[config.mk]
export PLATFORM = sky130hd
export DESIGN_NAME = pirc_regs
export DESIGN_NICKNAME = d
export VERILOG_FILES = /design/src/shared/pirc_pkg.sv /design/src/rtl/pirc_regs.sv
export VERILOG_INCLUDE_DIRS = /design/src /design/src/shared
export SDC_FILE = /design/constraint.sdc
export NUM_CORES = 1
export LEC_CHECK = 0
export BUFFER_PORTS_ARGS = -buffer_cell sky130_fd_sc_hd__buf_4
export CAP_MARGIN = 0
export CORE_UTILIZATION = 45
export DETAILED_ROUTE_END_ITERATION = 8
export GPL_ROUTABILITY_DRIVEN = 0
export GPL_TIMING_DRIVEN = 0
export HOLD_SLACK_MARGIN = 0.05
export PLACE_DENSITY = 0.83
export SYNTH_ARGS = -nofsm -noshare
export SYNTH_HDL_FRONTEND = slang
export SYNTH_SLANG_ARGS = --single-unit
[constraint.sdc]
create_clock -name clock -period 1.25 [get_ports clock]
set_input_delay 0.1875 -clock clock [delete_from_list [all_inputs] [get_ports clock]]
set_output_delay 0.1875 -clock clock [all_outputs]
set_load 0.02 [all_outputs]
[src/shared/pirc_defs.svh]
// offsets, bit positions and reset values of the management registers
`ifndef PIRC_DEFS_SVH
`define PIRC_DEFS_SVH
`define PIRC_ADDR_EVENT      5'h1b
`define PIRC_ADDR_DIAG       5'h1d
`define PIRC_ADDR_MISC       5'h1e
`define PIRC_ADDR_XOVER      5'h1f
`define PIRC_EV_ENA_HI       15
`define PIRC_EV_ENA_LO       8
`define PIRC_EV_STAT_HI      7
`define PIRC_EV_STAT_LO      0
`define PIRC_EV_WIDTH        8
`define PIRC_EV_RESET        8'h00
`define PIRC_DIAG_START_BIT  15
`define PIRC_DIAG_RES_HI     14
`define PIRC_DIAG_RES_LO     13
`define PIRC_DIAG_CNT_HI     8
`define PIRC_DIAG_CNT_LO     0
`define PIRC_DIAG_RES_RESET  2'h0
`define PIRC_DIAG_CNT_RESET  9'h000
`define PIRC_IND_MODE_HI     15
`define PIRC_IND_MODE_LO     14
`define PIRC_IND_MODE_RESET  2'h0
`define PIRC_IND_MODE_0      2'h0
`define PIRC_IND_MODE_1      2'h1
`define PIRC_IND_MODE_2      2'h2
`define PIRC_POL_BIT         13
`define PIRC_FEF_BIT         12
`define PIRC_MDI_BIT         11
`define PIRC_LOOP_BIT        7
`define PIRC_LOOP_RESET      1'b0
`define PIRC_VARIANT_BIT     15
`define PIRC_VARIANT_RESET   1'b1
`define PIRC_SWAP_BIT        14
`define PIRC_SWAP_RESET      1'b0
`define PIRC_XDIS_BIT        13
`define PIRC_XDIS_RESET      1'b0
`define PIRC_IRQ_LVL_BIT     9
`define PIRC_IRQ_LVL_RESET   1'b0
`define PIRC_IRQ_PIN_RESET   1'b1
`define PIRC_IND_RESET       4'h0
`define PIRC_RDATA_RESET     16'h0000
`endif

[src/shared/pirc_pkg.sv]
// types of the management register bank
package pirc_pkg;
  typedef enum logic [1:0] {
    pirc_diag_idle = 2'b01,
    pirc_diag_run  = 2'b10
  } pirc_diag_t;

  typedef struct packed {
    logic [7:0]  ev_enable;
    logic [7:0]  ev_status;
    pirc_diag_t  diag_state;
    logic [1:0]  diag_result;
    logic [8:0]  diag_count;
    logic [1:0]  ind_mode;
    logic        loopback;
    logic        variant;
    logic        swap;
    logic        xdis;
    logic        irq_level;
    logic        irq_pin;
    logic [3:0]  ind;
    logic [15:0] rdata;
  } pirc_state_t;
endpackage : pirc_pkg

[src/rtl/pirc_regs.sv]
// event, cable diagnostic, indicator and crossover management registers
// Behaviour
// RQ1: enable bits 15..8 for eight events are writable and reset to zero.
// RQ2: status bit 7 latches jabber events, read-only, self-clearing, resets zero.
// RQ3: status bit 6 latches receive errors, read-only, self-clearing.
// RQ4: status bit 5 latches page received, read-only, self-clearing.
// RQ5: status bit 4 latches parallel detect faults, read-only, self-clearing.
// RQ6: status bit 3 latches link partner acknowledge, read-only, self-clearing.
// RQ7: status bit 2 latches link down transitions, read-only, self-clearing.
// RQ8: status bit 1 latches remote faults, read-only, self-clearing.
// RQ9: status bit 0 latches link up transitions, read-only, self-clearing.
// RQ10: writing one to diag bit 15 starts test; bit clears at completion.
// RQ11: two-bit diag outcome: normal, open, short, failed; resets zero.
// RQ12: nine-bit read-only fault distance count, about 0.39 m each.
// RQ13: indicator mode 00: collision, full duplex, speed, link/activity.
// RQ14: mode 01: activity, duplex or collision, speed, link.
// RQ15: mode 10: activity, duplex, 100M link, 10M link; 11 reserved.
// RQ16: bit 13 reads one when receive polarity is reversed.
// RQ17: bit 12 reads zero when a far-end fault is detected.
// RQ18: bit 7 set enables remote analog loopback; reset clear.
// RQ19: bit 15 selects crossover variant, reset one.
// RQ20: bit 14 swaps pairs when automatic crossover is disabled.
// RQ21: bit 15 of event register enables jabber events.
// RQ22: interrupt output active high when bit 9 set, else active low.
// RQ23: bit 13 set disables automatic crossover; reset zero.
// RQ24: interrupt asserted while any status bit meets its enable.
// RQ25: reading event register clears status; concurrent events stay latched.
`timescale 1ns/1ps
`include "pirc_defs.svh"
module pirc_regs (
  input  wire logic        clock,
  input  wire logic        srst,
  input  wire logic [4:0]  reg_addr,
  input  wire logic [15:0] reg_wdata,
  input  wire logic        reg_wr,
  input  wire logic        reg_rd,
  output logic      [15:0] reg_rdata,
  input  wire logic [7:0]  event_pulse,
  input  wire logic        diag_done,
  input  wire logic [1:0]  diag_result_in,
  input  wire logic [8:0]  diag_count_in,
  output logic             diag_active,
  input  wire logic        collision,
  input  wire logic        full_duplex,
  input  wire logic        speed_100,
  input  wire logic        link_up,
  input  wire logic        activity,
  input  wire logic        polarity_reversed,
  input  wire logic        far_end_fault,
  input  wire logic        mdi_state,
  output logic             indicator_out_0,
  output logic             indicator_out_1,
  output logic             indicator_out_2,
  output logic             indicator_out_3,
  output logic             remote_loopback,
  output logic             crossover_variant_select,
  output logic             auto_crossover_disable,
  output logic             pair_swap,
  output logic             irq_out
);
  pirc_pkg::pirc_state_t st_q;
  pirc_pkg::pirc_state_t st_d;
  logic                  pending;
  logic [15:0]           rd_mux;

  always_comb begin
    pending = |(st_q.ev_enable & st_q.ev_status);
    case (reg_addr)
      `PIRC_ADDR_EVENT: rd_mux = {st_q.ev_enable, st_q.ev_status};
      `PIRC_ADDR_DIAG: begin
        rd_mux = 16'h0000;
        rd_mux[`PIRC_DIAG_START_BIT] =
          (st_q.diag_state == pirc_pkg::pirc_diag_run);
        rd_mux[`PIRC_DIAG_RES_HI:`PIRC_DIAG_RES_LO] = st_q.diag_result;
        rd_mux[`PIRC_DIAG_CNT_HI:`PIRC_DIAG_CNT_LO] = st_q.diag_count;
      end
      `PIRC_ADDR_MISC: begin
        rd_mux = 16'h0000;
        rd_mux[`PIRC_IND_MODE_HI:`PIRC_IND_MODE_LO] = st_q.ind_mode;
        // RQ16 polarity flag
        rd_mux[`PIRC_POL_BIT] = polarity_reversed;
        // RQ17 inverted far-end fault
        rd_mux[`PIRC_FEF_BIT] = ~far_end_fault;
        rd_mux[`PIRC_MDI_BIT] = mdi_state;
        rd_mux[`PIRC_LOOP_BIT] = st_q.loopback;
      end
      `PIRC_ADDR_XOVER: begin
        rd_mux = 16'h0000;
        rd_mux[`PIRC_VARIANT_BIT] = st_q.variant;
        rd_mux[`PIRC_SWAP_BIT] = st_q.swap;
        rd_mux[`PIRC_XDIS_BIT] = st_q.xdis;
        rd_mux[`PIRC_IRQ_LVL_BIT] = st_q.irq_level;
      end
      default: rd_mux = 16'h0000;
    endcase
  end

  always_comb begin
    st_d = st_q;
    if (reg_rd) begin
      st_d.rdata = rd_mux;
    end
    // RQ25 clear on read
    if (reg_rd && reg_addr == `PIRC_ADDR_EVENT) begin
      st_d.ev_status = `PIRC_EV_RESET;
    end
    // RQ2 RQ3 RQ4 RQ5 RQ6 RQ7 RQ8 RQ9 event latching, set wins
    st_d.ev_status = st_d.ev_status | event_pulse;
    if (reg_wr) begin
      case (reg_addr)
        `PIRC_ADDR_EVENT: begin
          // RQ1 RQ21 enable bits
          st_d.ev_enable = reg_wdata[`PIRC_EV_ENA_HI:`PIRC_EV_ENA_LO];
        end
        `PIRC_ADDR_MISC: begin
          st_d.ind_mode = reg_wdata[`PIRC_IND_MODE_HI:`PIRC_IND_MODE_LO];
          // RQ18 loopback control
          st_d.loopback = reg_wdata[`PIRC_LOOP_BIT];
        end
        `PIRC_ADDR_XOVER: begin
          // RQ19 RQ20 RQ23 crossover controls
          st_d.variant = reg_wdata[`PIRC_VARIANT_BIT];
          st_d.swap = reg_wdata[`PIRC_SWAP_BIT];
          st_d.xdis = reg_wdata[`PIRC_XDIS_BIT];
          // RQ22 interrupt level
          st_d.irq_level = reg_wdata[`PIRC_IRQ_LVL_BIT];
        end
        default: begin
        end
      endcase
    end
    // RQ10 diagnostic sequencing
    case (st_q.diag_state)
      pirc_pkg::pirc_diag_idle: begin
        if (reg_wr && reg_addr == `PIRC_ADDR_DIAG &&
            reg_wdata[`PIRC_DIAG_START_BIT]) begin
          st_d.diag_state = pirc_pkg::pirc_diag_run;
        end
      end
      pirc_pkg::pirc_diag_run: begin
        if (diag_done) begin
          st_d.diag_state = pirc_pkg::pirc_diag_idle;
          // RQ11 RQ12 result capture
          st_d.diag_result = diag_result_in;
          st_d.diag_count = diag_count_in;
        end
      end
      default: st_d.diag_state = pirc_pkg::pirc_diag_idle;
    endcase
    // RQ24 interrupt pin
    st_d.irq_pin = st_q.irq_level ? pending : ~pending;
    case (st_q.ind_mode)
      // RQ13 mode 00
      `PIRC_IND_MODE_0: st_d.ind = {collision, full_duplex, speed_100,
                                    link_up | activity};
      // RQ14 mode 01
      `PIRC_IND_MODE_1: st_d.ind = {activity, full_duplex | collision,
                                    speed_100, link_up};
      // RQ15 mode 10
      `PIRC_IND_MODE_2: st_d.ind = {activity, full_duplex,
                                    link_up & speed_100,
                                    link_up & ~speed_100};
      default: st_d.ind = `PIRC_IND_RESET;
    endcase
  end

  always_ff @(posedge clock) begin
    if (srst) begin
      st_q.ev_enable   <= `PIRC_EV_RESET;
      st_q.ev_status   <= `PIRC_EV_RESET;
      st_q.diag_state  <= pirc_pkg::pirc_diag_idle;
      st_q.diag_result <= `PIRC_DIAG_RES_RESET;
      st_q.diag_count  <= `PIRC_DIAG_CNT_RESET;
      st_q.ind_mode    <= `PIRC_IND_MODE_RESET;
      st_q.loopback    <= `PIRC_LOOP_RESET;
      st_q.variant     <= `PIRC_VARIANT_RESET;
      st_q.swap        <= `PIRC_SWAP_RESET;
      st_q.xdis        <= `PIRC_XDIS_RESET;
      st_q.irq_level   <= `PIRC_IRQ_LVL_RESET;
      st_q.irq_pin     <= `PIRC_IRQ_PIN_RESET;
      st_q.ind         <= `PIRC_IND_RESET;
      st_q.rdata       <= `PIRC_RDATA_RESET;
    end else begin
      st_q <= st_d;
    end
  end

  assign reg_rdata = st_q.rdata;
  assign diag_active = (st_q.diag_state == pirc_pkg::pirc_diag_run);
  assign indicator_out_0 = st_q.ind[0];
  assign indicator_out_1 = st_q.ind[1];
  assign indicator_out_2 = st_q.ind[2];
  assign indicator_out_3 = st_q.ind[3];
  assign remote_loopback = st_q.loopback;
  assign crossover_variant_select = st_q.variant;
  assign auto_crossover_disable = st_q.xdis;
  assign pair_swap = st_q.swap;
  assign irq_out = st_q.irq_pin;

  a_event_latch: // RQ9
    assert property (@(posedge clock) disable iff (srst)
      (event_pulse != 8'h00) |=>
        ((st_q.ev_status & $past(event_pulse)) == $past(event_pulse)))
    else $error("event not latched");

  a_read_clears: // RQ25
    assert property (@(posedge clock) disable iff (srst)
      (reg_rd && reg_addr == `PIRC_ADDR_EVENT && event_pulse == 8'h00)
        |=> (st_q.ev_status == 8'h00))
    else $error("status not cleared by read");

  a_enable_reset: // RQ1
    assert property (@(posedge clock)
      srst |=> (st_q.ev_enable == `PIRC_EV_RESET &&
                st_q.ev_status == `PIRC_EV_RESET))
    else $error("enables not zero after reset");

  a_irq_follow: // RQ24
    assert property (@(posedge clock) disable iff (srst)
      (|(st_q.ev_enable & st_q.ev_status)) |=>
        (irq_out == $past(st_q.irq_level)))
    else $error("interrupt not asserted");

  a_irq_idle: // RQ22
    assert property (@(posedge clock) disable iff (srst)
      (st_q.ev_status == 8'h00) |=> (irq_out == ~$past(st_q.irq_level)))
    else $error("interrupt idle level wrong");

  a_diag_hold: // RQ10
    assert property (@(posedge clock) disable iff (srst)
      (diag_active && !diag_done) |=> diag_active)
    else $error("diagnostic ended early");

  a_diag_result: // RQ11
    assert property (@(posedge clock) disable iff (srst)
      (diag_active && diag_done) |=> (!diag_active &&
        st_q.diag_result == $past(diag_result_in) &&
        st_q.diag_count == $past(diag_count_in)))
    else $error("diagnostic result not captured");

  a_led_mode0: // RQ13
    assert property (@(posedge clock) disable iff (srst)
      (st_q.ind_mode == `PIRC_IND_MODE_0 && !reg_wr) |=>
        (indicator_out_3 == $past(collision) &&
         indicator_out_2 == $past(full_duplex) &&
         indicator_out_1 == $past(speed_100)))
    else $error("indicator mode 0 mapping wrong");

  a_far_end_read: // RQ17
    assert property (@(posedge clock) disable iff (srst)
      (reg_rd && reg_addr == `PIRC_ADDR_MISC) |=>
        (reg_rdata[`PIRC_FEF_BIT] == ~$past(far_end_fault)))
    else $error("far-end fault sense wrong");

  a_loopback_ctl: // RQ18
    assert property (@(posedge clock) disable iff (srst)
      (reg_wr && reg_addr == `PIRC_ADDR_MISC) |=>
        (remote_loopback == $past(reg_wdata[`PIRC_LOOP_BIT])))
    else $error("loopback not written");

  a_enable_write: // RQ1
    assert property (@(posedge clock) disable iff (srst)
      (reg_wr && reg_addr == `PIRC_ADDR_EVENT) |=>
        (st_q.ev_enable ==
         $past(reg_wdata[`PIRC_EV_ENA_HI:`PIRC_EV_ENA_LO])))
    else $error("event enables not written");

  a_status_hold: // RQ2
    assert property (@(posedge clock) disable iff (srst)
      !(reg_rd && reg_addr == `PIRC_ADDR_EVENT) |=>
        ((st_q.ev_status & $past(st_q.ev_status)) ==
         $past(st_q.ev_status)))
    else $error("event status lost without read");

  a_diag_start: // RQ10
    assert property (@(posedge clock) disable iff (srst)
      (!diag_active && reg_wr && reg_addr == `PIRC_ADDR_DIAG &&
       reg_wdata[`PIRC_DIAG_START_BIT]) |=> diag_active)
    else $error("diagnostic did not start");

  a_diag_read: // RQ12
    assert property (@(posedge clock) disable iff (srst)
      (reg_rd && reg_addr == `PIRC_ADDR_DIAG) |=>
        (reg_rdata[`PIRC_DIAG_CNT_HI:`PIRC_DIAG_CNT_LO] ==
           $past(st_q.diag_count) &&
         reg_rdata[`PIRC_DIAG_START_BIT] == $past(diag_active)))
    else $error("diagnostic read data wrong");

  a_led_mode1: // RQ14
    assert property (@(posedge clock) disable iff (srst)
      (st_q.ind_mode == `PIRC_IND_MODE_1) |=>
        (indicator_out_3 == $past(activity) &&
         indicator_out_2 == ($past(full_duplex) | $past(collision)) &&
         indicator_out_1 == $past(speed_100) &&
         indicator_out_0 == $past(link_up)))
    else $error("indicator mode 1 mapping wrong");

  a_led_mode2: // RQ15
    assert property (@(posedge clock) disable iff (srst)
      (st_q.ind_mode == `PIRC_IND_MODE_2) |=>
        (indicator_out_3 == $past(activity) &&
         indicator_out_2 == $past(full_duplex) &&
         indicator_out_1 == ($past(link_up) & $past(speed_100)) &&
         indicator_out_0 == ($past(link_up) & ~$past(speed_100))))
    else $error("indicator mode 2 mapping wrong");

  a_polarity_read: // RQ16
    assert property (@(posedge clock) disable iff (srst)
      (reg_rd && reg_addr == `PIRC_ADDR_MISC) |=>
        (reg_rdata[`PIRC_POL_BIT] == $past(polarity_reversed)))
    else $error("polarity flag wrong");

  a_xover_ctl: // RQ23
    assert property (@(posedge clock) disable iff (srst)
      (reg_wr && reg_addr == `PIRC_ADDR_XOVER) |=>
        (auto_crossover_disable == $past(reg_wdata[`PIRC_XDIS_BIT]) &&
         pair_swap == $past(reg_wdata[`PIRC_SWAP_BIT]) &&
         crossover_variant_select ==
           $past(reg_wdata[`PIRC_VARIANT_BIT])))
    else $error("crossover controls not written");
endmodule : pirc_regs

Word level (Yosys, flattened, before mapping)
Cells that the tools add are included.

Equal/unequal tests: 10. Bitwise operators: 9. Mux-type cells: 7. Reduce and logical (&&, ||, !) cells: 10.

Operators with widths (number): 16-bit case mux with 4 select lines (1); 5-bit equality test, second input constant (4); 13-bit two-way mux (1); 4-bit case mux with 3 select lines (1); 2-bit AND reduction (5); 8-bit bitwise AND (1); 8-bit two-way mux (1); 8-bit OR (1); 8-bit OR reduction (1); 2-bit by 1-bit equality test with 1-bit output, second input constant (2); 2-bit equality test, second input constant (2); 2-bit != test, second input constant (2); 2-bit case mux with 2 select lines (1); 1-bit logical AND (3); 1-bit NOT (3); 1-bit bitwise AND (2); 2-bit logical NOT (1); 2-bit two-way mux (1); 1-bit OR (2); 1-bit two-way mux (1).

Register bits after elaboration: 57. Output and inout port bits: 26. Word-level logic and storage cells: 50.

Depth between registers and ports, before layout
Gate-level depths: netlist of run 1.

Depth after elaboration: 5. Mapped depth: 6. Depth with buffers taken out: 4.

Worst setup path before layout of run 1
OpenSTA, ideal clock, no wires.

Path type: register to register. Start: reg st_q[40] in the netlist's numbering. End: reg st_q[32] in the netlist's numbering. Cell stages (with the launch flop): 5. Clock period less this slack: 1.304 ns. Library setup time: 0.070 ns. Data arrival time: 1.233 ns. Path slack: -0.054 ns. Path buffers: 1. Required time: 1.180 ns. Cells stage by stage: dfxtp_1 > nor2b_1 > clkbuf_1 > nand3_1 > a21oi_1.

Longest elaborated chain between the ends: 2.

RTL lines: start, declared (line pirc_regs.sv:61) `pirc_pkg::pirc_state_t st_q;`; start signal, assigned (line pirc_regs.sv:184) `st_q <= st_d;`; 2-bit equality test; via diag_active (line pirc_regs.sv:42) `output logic diag_active,`; 2-bit AND reduction (no source line).

The timed path passes the listed nets, and every way through them passes these cells. A chain may end at the register's enable or synchronous reset.

Worst setup path in the final report of run 1
Start: reg st_q[40] in the netlist's numbering. End: out diag_active.

Longest elaborated chain between the ends: 1.

RTL lines: 2-bit equality test (line pirc_regs.sv:189) `assign diag_active = (st_q.diag_state == pirc_pkg::pirc_diag_run);`; end, declared (line pirc_regs.sv:42).

Every way passes these cells.

==> flow_summary.json, run 1 <==
{
  "rr_startpoint": "st_q[40]",
  "worstSetupPathType": "reg2out",
  "max_slew_margin_pct": 64.37,
  "fin_util_pct": 63.69,
  "vias": 2282,
  "worst_slack_ns": -0.008230,
  "synth_seq_cells": 57,
  "leakagePower_nw": 1.305,
  "failed_checks": "setup timing",
  "clkSinkCount": 57,
  "critical-path-slowest-cell": "dfxtp_2",
  "max_clock_freq_mhz": 794.8,
  "drt_pre_antenna_iters": 4,
  "clockRootBuffer": "clkbuf_8",
  "ir_drop_v": 0.0007376,
  "synth_nets": 336,
  "cts_buffer_depth": 2,
  "finalCriticalPeriod_ns": 1.258,
  "dieArea_um2": 5729,
  "fin_area_um2": 3294,
  "dp_cells": 421,
  "cp_max_fo": 6,
  "drv_slew": 0,
  "cp_slowest_stage_delay_ns": 0.33,
  "grt-ovfl-total": 0,
  "synth_edf_count": 0,
  "grt_max_degree": 11,
  "r2r_setup_slack_ns": 0.05,
  "std_cell_rows": 26,
  "rsz0062_at_grt": "yes",
  "drive_gt1_share_pct": 31.35,
  "routed_wirelength_mm": 6.311,
  "synth_cell_types": 30,
  "ys_seq_area_share_pct": 46.70,
  "io_buffers": 68,
  "cts_tree": "built",
  "clock_skew_ns": 0.007312,
  "fillers": 440,
  "crit_chain": "nor2b_4, buf_8, buf_6",
  "async_flop_share_pct": 0,
  "antenna_found_initial": 0,
  "yosysWarnings": 0,
  "ff2ff_path_depth": 6,
  "crit_start": "st_q[40]",
  "initial_core_util_pct": 47.24,
  "power.density_nw_per_um2": 1143,
  "final_cell_mix": "buf_4, dfxtp_1, a21oi_1, nand2_1, nor2_1",
  "syn_to_final_growth_pct": 34.82,
  "drc_errors": 0,
  "syn_area_um2": 2444,
  "holdPathStages": 3,
  "min_period_over_period_pct": 100.7,
  "avgRoutedWirePerCell_um": 14.34,
  "tightest_slew_ns": 0.5328,
  "die_x_um": 75.69,
  "hold_viol": 0,
  "grt_pass1_wl_mm": 9.673,
  "gr-usage-all-layers_pct": 23.47,
  "final_common_cell": "buf_4",
  "endpoint": "diag_active",
  "cts_max_level": 3,
  "avgSynthCellArea_um2": 8.635,
  "hold_path.class": "in2reg",
  "syn_inst": 283,
  "vias_per_cell": 5.186,
  "crit_path_end_kind": "output port",
  "max-cap-violations": 0,
  "core_um2": 5172,
  "nets": 419,
  "antenna_left": 0,
  "startpoint_type": "flop",
  "worstSkewPairLatency_ns": 0.33,
  "dr.first_iter.drc_count": 144,
  "clkSlewWorstSetupHoldPaths_ns": 0.06,
  "required_ns": 1.06,
  "antenna_cells": 0,
  "die_h_um": 75.69,
  "synth_flop_cell": "dfxtp_1",
  "reg2reg_to": "st_q[36]",
  "num_io_pins": 79,
  "grt_pass1_vias": 2119,
  "dp_hpwl_mm": 4.673,
  "placed_area_um2": 3057,
  "worstPathArrival_ns": 1.07,
  "numCtsBuffers": 9,
  "outcome": "finished with violations",
  "fin_cells": 440,
  "report.final.setup_viol": 1
}
[critical path, delay by kind of cell, from the launching register on]
family                 cells  cell delay [ns]
AND/OR/NAND/NOR            1             0.18
flip-flops                 1             0.33
buffers and inverters      2             0.24
[flip-flops by register name (all words and copies together), names as in the netlist]
| signal | count |
|---|---|
| auto_crossover_disable | 1 |
| indicator_out_1 | 1 |
| reg_rdata | 16 |
| indicator_out_2 | 1 |
| crossover_variant_select | 1 |
| st_q | 32 |
| indicator_out_0 | 1 |
| irq_out | 1 |
| remote_loopback | 1 |
| indicator_out_3 | 1 |
| pair_swap | 1 |
[area by class of cell]
cell class                      count  area (µm²)  area share [%]
Clock buffer                       12       135.1           4.102
Tap cell                           70       87.58           2.659
Inverter                            3       11.26          0.3418
Multi-Input combinational cell    190        1102           33.46
Clock inverter                      3       42.54           1.291
Buffer                             33       229.0           6.950
Timing Repair Buffer               72       544.3           16.52
Sequential cell                    57        1142           34.68
[power by group]
group	switching, mW	leakage [nW]	internal [mW]
registers	0.0266	0.464	1.85
clock network	0.679	0.0864	0.907
logic	0.153	0.755	0.154
total	0.858	1.30	2.91
[cell families (layout without fill, tap and decap cells)]
family | count (synthesis) | after routing | synth area share [%]
buffers and inverters | 36 | 123 | 8.756
AOI/OAI and AO/OA | 70 | 70 | 16.54
muxes | 15 | 15 | 6.144
and+or+nand+nor | 103 | 103 | 21.10
DFF | 57 | 57 | 46.70
xor gates and xnor gates | 1 | 1 | 0.3585
adders and majority gates | 1 | 1 | 0.4096
[how the worst min path moves through the flow]
stage | startpoint | endpoint | slack (ns)
after CTS | event_pulse[7] | st_q[48] | 0.06
after floorplan | event_pulse[0] | st_q[41] | 0.30
after global routing | event_pulse[7] | st_q[48] | 0.06
final | event_pulse[7] | st_q[48] | 0.06
after global placement | event_pulse[5] | st_q[46] | 0.39
after detailed placement | event_pulse[3] | st_q[44] | 0.40
[cell usage after synthesis (2+ instances only)]
cell type	n	area (µm²)
nand4_1	3	18.77
clkbuf_1	10	37.54
mux2i_1	15	150.1
nor2_1	29	108.9
a21oi_1	32	160.2
nand2_1	32	120.1
inv_1	3	11.26
nand2b_1	5	31.28
nor2b_1	4	25.02
nand3_1	15	75.07
buf_4	20	150.1
a22oi_1	13	97.59
a211oi_1	3	22.52
nand3b_1	7	52.55
o21ai_0	18	90.09
dfxtp_1	57	1141
nor3b_1	3	22.52
buf_2	2	10.01
[routing by layer]
| layer | up-vias | part of all wire (%) | track usage, % |
|---|---|---|---|
| met1 | 1039 | 43 | 28.38 |
| met5 | - | 0 | 0 |
| met2 | 96 | 48 | 38.69 |
| li1 | 1136 | - | - |
| met3 | 11 | 6.9 | 4.630 |
| met4 | 0 | 2.0 | 14.20 |
[stage by stage]
stage | hold slack, ns | power, mW | setup WS, ns | TNS, ns
after floorplan | 0.3049 | 2.039 | -0.0004180 | -0.003344
after global placement | 0.3920 | 2.208 | -0.08387 | -2.670
after detailed placement | 0.4026 | 2.214 | -0.1301 | -3.876
after CTS | 0.05554 | 3.779 | -0.05097 | -0.05097
after global routing | 0.06206 | 3.876 | -0.03797 | -0.04781
final | 0.06276 | 3.767 | -0.008230 | -0.008230
[timing repair]
action                                  in CTS  in global routing
hold buffers                                 0                  0
resized for setup                            7                  3
buffers inserted                             1                  3
endpoints found under the setup margin      11                 11
endpoints found under the hold margin        0                  0
No activity file was read; power rests on OpenSTA's default activity.
==> run 2, diff against run 1 <==
- CTS_BUF_LIST: unset -> sky130_fd_sc_hd__clkbuf_8
==> run 2 against run 1 <==
Compared with the run above: the flow still finishes with violations (setup timing); wire length fell by 0.57%; hold slack improved by 0.0056 ns; cell count did not move; clock skew decreased by 0.00050 ns; sequential share of layout area unchanged; core utilization is the same; highest routed layer unchanged; critical path depth did not move; global-route usage is the same; count of clock-buffer cells in the layout down 3; combinational power about the same.
==> flow_summary.json, run 2 (synthesized netlist as in run 1, its figures left out) <==
{
  "whs_ns": 0.06838,
  "gr-usage-all-layers_pct": 23.47,
  "leakagePower_nw": 1.317,
  "fillers": 440,
  "dp_hpwl_mm": 4.673,
  "fin_cells": 440,
  "min_to": "st_q[48]",
  "numCtsBuffers": 9,
  "crit_chain": "nor2b_4, buf_8, buf_6",
  "dieArea_um2": 5729,
  "clkSinkCount": 57,
  "cp_slowest_stage_delay_ns": 0.33,
  "rsz0062_at_grt": "yes",
  "dp_cells": 421,
  "swShare_pct": 22.77,
  "drive_gt1_share_pct": 31.35,
  "setup_tns_ns": -0.003489,
  "final_common_cell": "buf_4",
  "num_io_pins": 79,
  "clock_skew_ns": 0.006808,
  "vias_per_cell": 5.155,
  "crit_path_end_kind": "output port",
  "holdPathStages": 3,
  "antenna_found_initial": 0,
  "rr_startpoint": "st_q[40]",
  "failed_checks": "setup timing",
  "finalCriticalPeriod_ns": 1.253,
  "cp_max_fo": 6,
  "die_h_um": 75.69,
  "placed_area_um2": 3057,
  "hold_path.class": "in2reg",
  "drc_errors": 0,
  "p_comb_share_pct": 8.2,
  "clkSlewWorstSetupHoldPaths_ns": 0.06,
  "avgRoutedWirePerCell_um": 14.26,
  "reg2reg_to": "st_q[33]",
  "top_register": "st_q",
  "worstHoldStart": "event_pulse[7]",
  "grt-ovfl-total": 0,
  "startpoint_type": "flop",
  "drv_slew": 0,
  "worstSetupPathType": "reg2out",
  "std_cell_rows": 26,
  "ir_drop_v": 0.0007342,
  "core_um2": 5172,
  "vias": 2268,
  "r2r_setup_slack_ns": 0.05,
  "switchingPower_uw": 850.3,
  "total_power_mw": 3.735,
  "cts_hold_buffers": 0,
  "routed_wirelength_mm": 6.275,
  "tightest_slew_ns": 0.5322,
  "hold_viol": 0,
  "cts_max_level": 3,
  "seq_power_share_pct": 50.2,
  "dr.first_iter.drc_count": 147,
  "antenna_left": 0,
  "initial_core_util_pct": 47.24,
  "antenna_cells": 0,
  "min_period_over_period_pct": 100.3,
  "intPower_mw": 2.885,
  "cp_top_family": "flip-flops",
  "drt_pre_antenna_iters": 4,
  "cts_buffer_depth": 2,
  "io_buffers": 68,
  "worstPathArrival_ns": 1.07,
  "worst_slack_ns": -0.003489,
  "grt_pass1_vias": 2119,
  "grt_pass1_wl_mm": 9.673,
  "ff2ff_path_depth": 6,
  "crit_start": "st_q[40]",
  "nets": 419,
  "syn_to_final_growth_pct": 34.82,
  "cts_tree": "built",
  "pre_cts_ws_ns": -0.1301,
  "worstSkewPairLatency_ns": 0.33,
  "grt_max_degree": 11,
  "power.density_nw_per_um2": 1134,
  "fin_area_um2": 3294,
  "max-cap-violations": 0,
  "required_ns": 1.06,
  "critPathBufInv": 2,
  "clockRootBuffer": "clkbuf_8",
  "power.share.clock_pct": 41.6,
  "die_x_um": 75.69,
  "outcome": "finished with violations",
  "critical-path-slowest-cell": "dfxtp_2",
  "report.final.setup_viol": 1,
  "fin_util_pct": 63.69,
  "max_clock_freq_mhz": 797.8,
  "final_cell_mix": "buf_4, dfxtp_1, a21oi_1, nand2_1, nor2_1",
  "largest_reg_flops": 32,
  "max_slew_margin_pct": 64.41
}
run 2: cell count changes in the layout (fill, tap and decap cells not counted), sizes merged:
cell | previous run | this run
clkbuf | 21 | 18
inv | 3 | 6
run 2: worst max path at each step:
stage | to | slack (ns) | cells past startpoint
CTS | diag_active | -0.05 | 3
detailed placement | st_q[55] | -0.13 | 5
global route | diag_active | -0.04 | 3
finish | diag_active | -0.003 | 3
global placement | st_q[48] | -0.08 | 6
floorplan | st_q[41] | -0.0004 | 6
run 2: metal layers:
metal | vias to the layer above | track usage [%] | wire, µm
li1 | 1137 | - | -
met3 | 11 | 4.630 | 465
met1 | 1027 | 28.38 | 2662
met4 | 0 | 14.20 | 129
met5 | - | 0 | 0
met2 | 93 | 38.69 | 3019
run 2: what timing repair did:
| action | CTS | global route |
|---|---|---|
| resized for setup | 7 | 3 |
| buffers inserted | 1 | 3 |
| endpoints found under the setup margin | 11 | 11 |
run 2: cell type report:
cell class                 count  area, µm²  area share [%]
tap                           70      87.58           2.659
sequential                    57       1142           34.68
inverter                       3      11.26          0.3418
multi-input combinational    190       1102           33.46
clock inverter                 6      53.80           1.633
buffer                        33      229.0           6.950
timing repair buffer          72      544.3           16.52
clock buffer                   9      123.9           3.760
run 2: tightest hold or removal path, cell delays in order:
cell     delay, ns
buf_4         0.07
a21oi_1       0.03
nor2_1        0.07
run 2: power groups by stage:
stage	Clock, mW	Combinational [mW]	Sequential (mW)
2_1_floorplan	0	0.124	1.91
3_3_place_gp	0	0.296	1.91
3_5_place_dp	0	0.300	1.91
4_1_cts	1.58	0.303	1.87
5_1_grt	1.65	0.327	1.88
6_report	1.55	0.306	1.87
==> run 3, diff against run 2 <==
- CTS_BUF_LIST: sky130_fd_sc_hd__clkbuf_8 -> sky130_fd_sc_hd__clkbuf_4
- GPL_ROUTABILITY_DRIVEN: 0 -> 1
==> run 3 against run 2 <==
Compared with the run above: the run still ends with setup timing left; clock skew increased by 0.0037 ns; sequential power about the same; hold slack is essentially flat; via count grew 6.5%; count of clock-buffer cells in the layout grew 3; first-iteration DRC count grew 11%; worst setup slack worse by 0.051 ns; die area unchanged; clock power shrank 16%; wire length grew 6.2%; cell count rose by 5.5%; critical endpoint unchanged; largest power group unchanged; highest routed layer unchanged.
==> flow_summary.json, run 3 (synthesized netlist as in run 1, its figures left out) <==
{
  "outcome": "finished with violations",
  "failed_checks": "setup timing",
  "report.final.setup_viol": 1,
  "cts_tree": "built",
  "cts_buffer_depth": 2,
  "max_clock_freq_mhz": 766.8,
  "antenna_left": 0,
  "cp_max_fo": 2,
  "antenna_cells": 0,
  "die_x_um": 75.69,
  "worstPathArrival_ns": 1.12,
  "final_common_cell": "buf_4",
  "initial_core_util_pct": 47.24,
  "grt_pass1_vias": 2290,
  "drc_errors": 0,
  "required_ns": 1.06,
  "placed_area_um2": 3057,
  "worstSkewPairLatency_ns": 0.40,
  "cts_max_level": 3,
  "antenna_found_initial": 0,
  "fin_area_um2": 3497,
  "clkSlewWorstSetupHoldPaths_ns": 0.09,
  "routabilityCongestion": 0.8484,
  "die_h_um": 75.69,
  "clockRootBuffer": "clkbuf_4",
  "grt_max_degree": 11,
  "drv_slew": 0,
  "startpoint_type": "flop",
  "final_cell_mix": "buf_4, dfxtp_1, a21oi_1, nand2_1, nor2_1",
  "ir_drop_v": 0.0005784,
  "power.density_nw_per_um2": 1013,
  "routed_wirelength_mm": 6.662,
  "dieArea_um2": 5729,
  "fin_cells": 464,
  "finalCriticalPeriod_ns": 1.304,
  "vias": 2416,
  "dr.first_iter.drc_count": 163,
  "leakagePower_nw": 1.391,
  "largest_reg_flops": 32,
  "clock_skew_ns": 0.01051,
  "max-cap-violations": 0,
  "drive_gt1_share_pct": 29.70,
  "rsz0062_at_grt": "yes",
  "drt_pre_antenna_iters": 5,
  "hold_viol": 0,
  "avgRoutedWirePerCell_um": 14.36,
  "io_buffers": 68,
  "crit_path_end_kind": "output port",
  "fillers": 411,
  "numCtsBuffers": 9,
  "tightest_slew_ns": 0.5316,
  "whs_ns": 0.06845,
  "gr-usage-all-layers_pct": 25.22,
  "total_power_mw": 3.544,
  "nets": 443,
  "std_cell_rows": 26,
  "syn_to_final_growth_pct": 43.11,
  "min_period_over_period_pct": 104.3,
  "hold_path.class": "in2reg",
  "grt_pass1_wl_mm": 10.39,
  "dp_hpwl_mm": 4.673,
  "max_slew_margin_pct": 64.44,
  "clkSinkCount": 57,
  "top_register": "st_q",
  "core_um2": 5172,
  "worst_slack_ns": -0.05404,
  "vias_per_cell": 5.207,
  "num_io_pins": 79,
  "grt-ovfl-total": 0,
  "worstSetupPathType": "reg2out",
  "dp_cells": 421
}
[run 3: critical path, cell delays in order (launching register included)]
cell     delay (ns)
dfxtp_2        0.34
nor2b_4        0.16
buf_8          0.11
buf_6          0.10
[run 3: cell type report]
class | instances | area (µm²) | share of cell area [%]
sequential | 57 | 1142 | 32.67
inverter | 3 | 11.26 | 0.3220
multi-input combinational | 190 | 1102 | 31.52
buffer | 33 | 231.5 | 6.619
clock inverter | 3 | 42.54 | 1.216
timing repair buffer | 96 | 789.5 | 22.58
tap | 70 | 87.58 | 2.504
clock buffer | 12 | 90.09 | 2.576
[run 3: routing by layer]
layer  wire, µm  GRT usage, %  share of wire (%)
met3        436         5.423                6.5
met1       2818         30.64                 42
met2       3142         39.78                 47
met4        265         17.90                4.0
met5          0             0                  0
[run 3: through the flow]
step	TNS (ns)	util, %	setup WS [ns]
after floorplan	-0.003344	-	-0.0004180
after global placement	-2.670	59.10	-0.08387
after detailed placement	-3.876	59.10	-0.1301
after CTS	-0.09217	67.42	-0.09217
after global routing	-0.08689	67.61	-0.08689
final	-0.05404	67.61	-0.05404
[run 3: where the power goes]
part | internal [mW] | leakage [nW] | switching [mW] | total [mW]
Sequential | 1.85 | 0.464 | 0.0274 | 1.87
Combinational | 0.206 | 0.854 | 0.166 | 0.373
Clock | 0.665 | 0.0734 | 0.634 | 1.30
[run 3: worst paths after layout]
kind	start	to	slack, ns	depth (start not counted)
hold reg to reg	reg_rdata[11]	reg_rdata[11]	0.46	2
setup / recovery	st_q[40]	diag_active	-0.05	3
hold / removal	diag_count_in[5]	st_q[33]	0.07	3
setup reg to reg	st_q[40]	st_q[29]	0.07	6
[run 3: timing repair]
item	in CTS	in global routing
gates resized for setup	7	5
hold buffers	26	0
buffers inserted	2	0
hold endpoints to repair	29	0
setup endpoints to repair	11	11
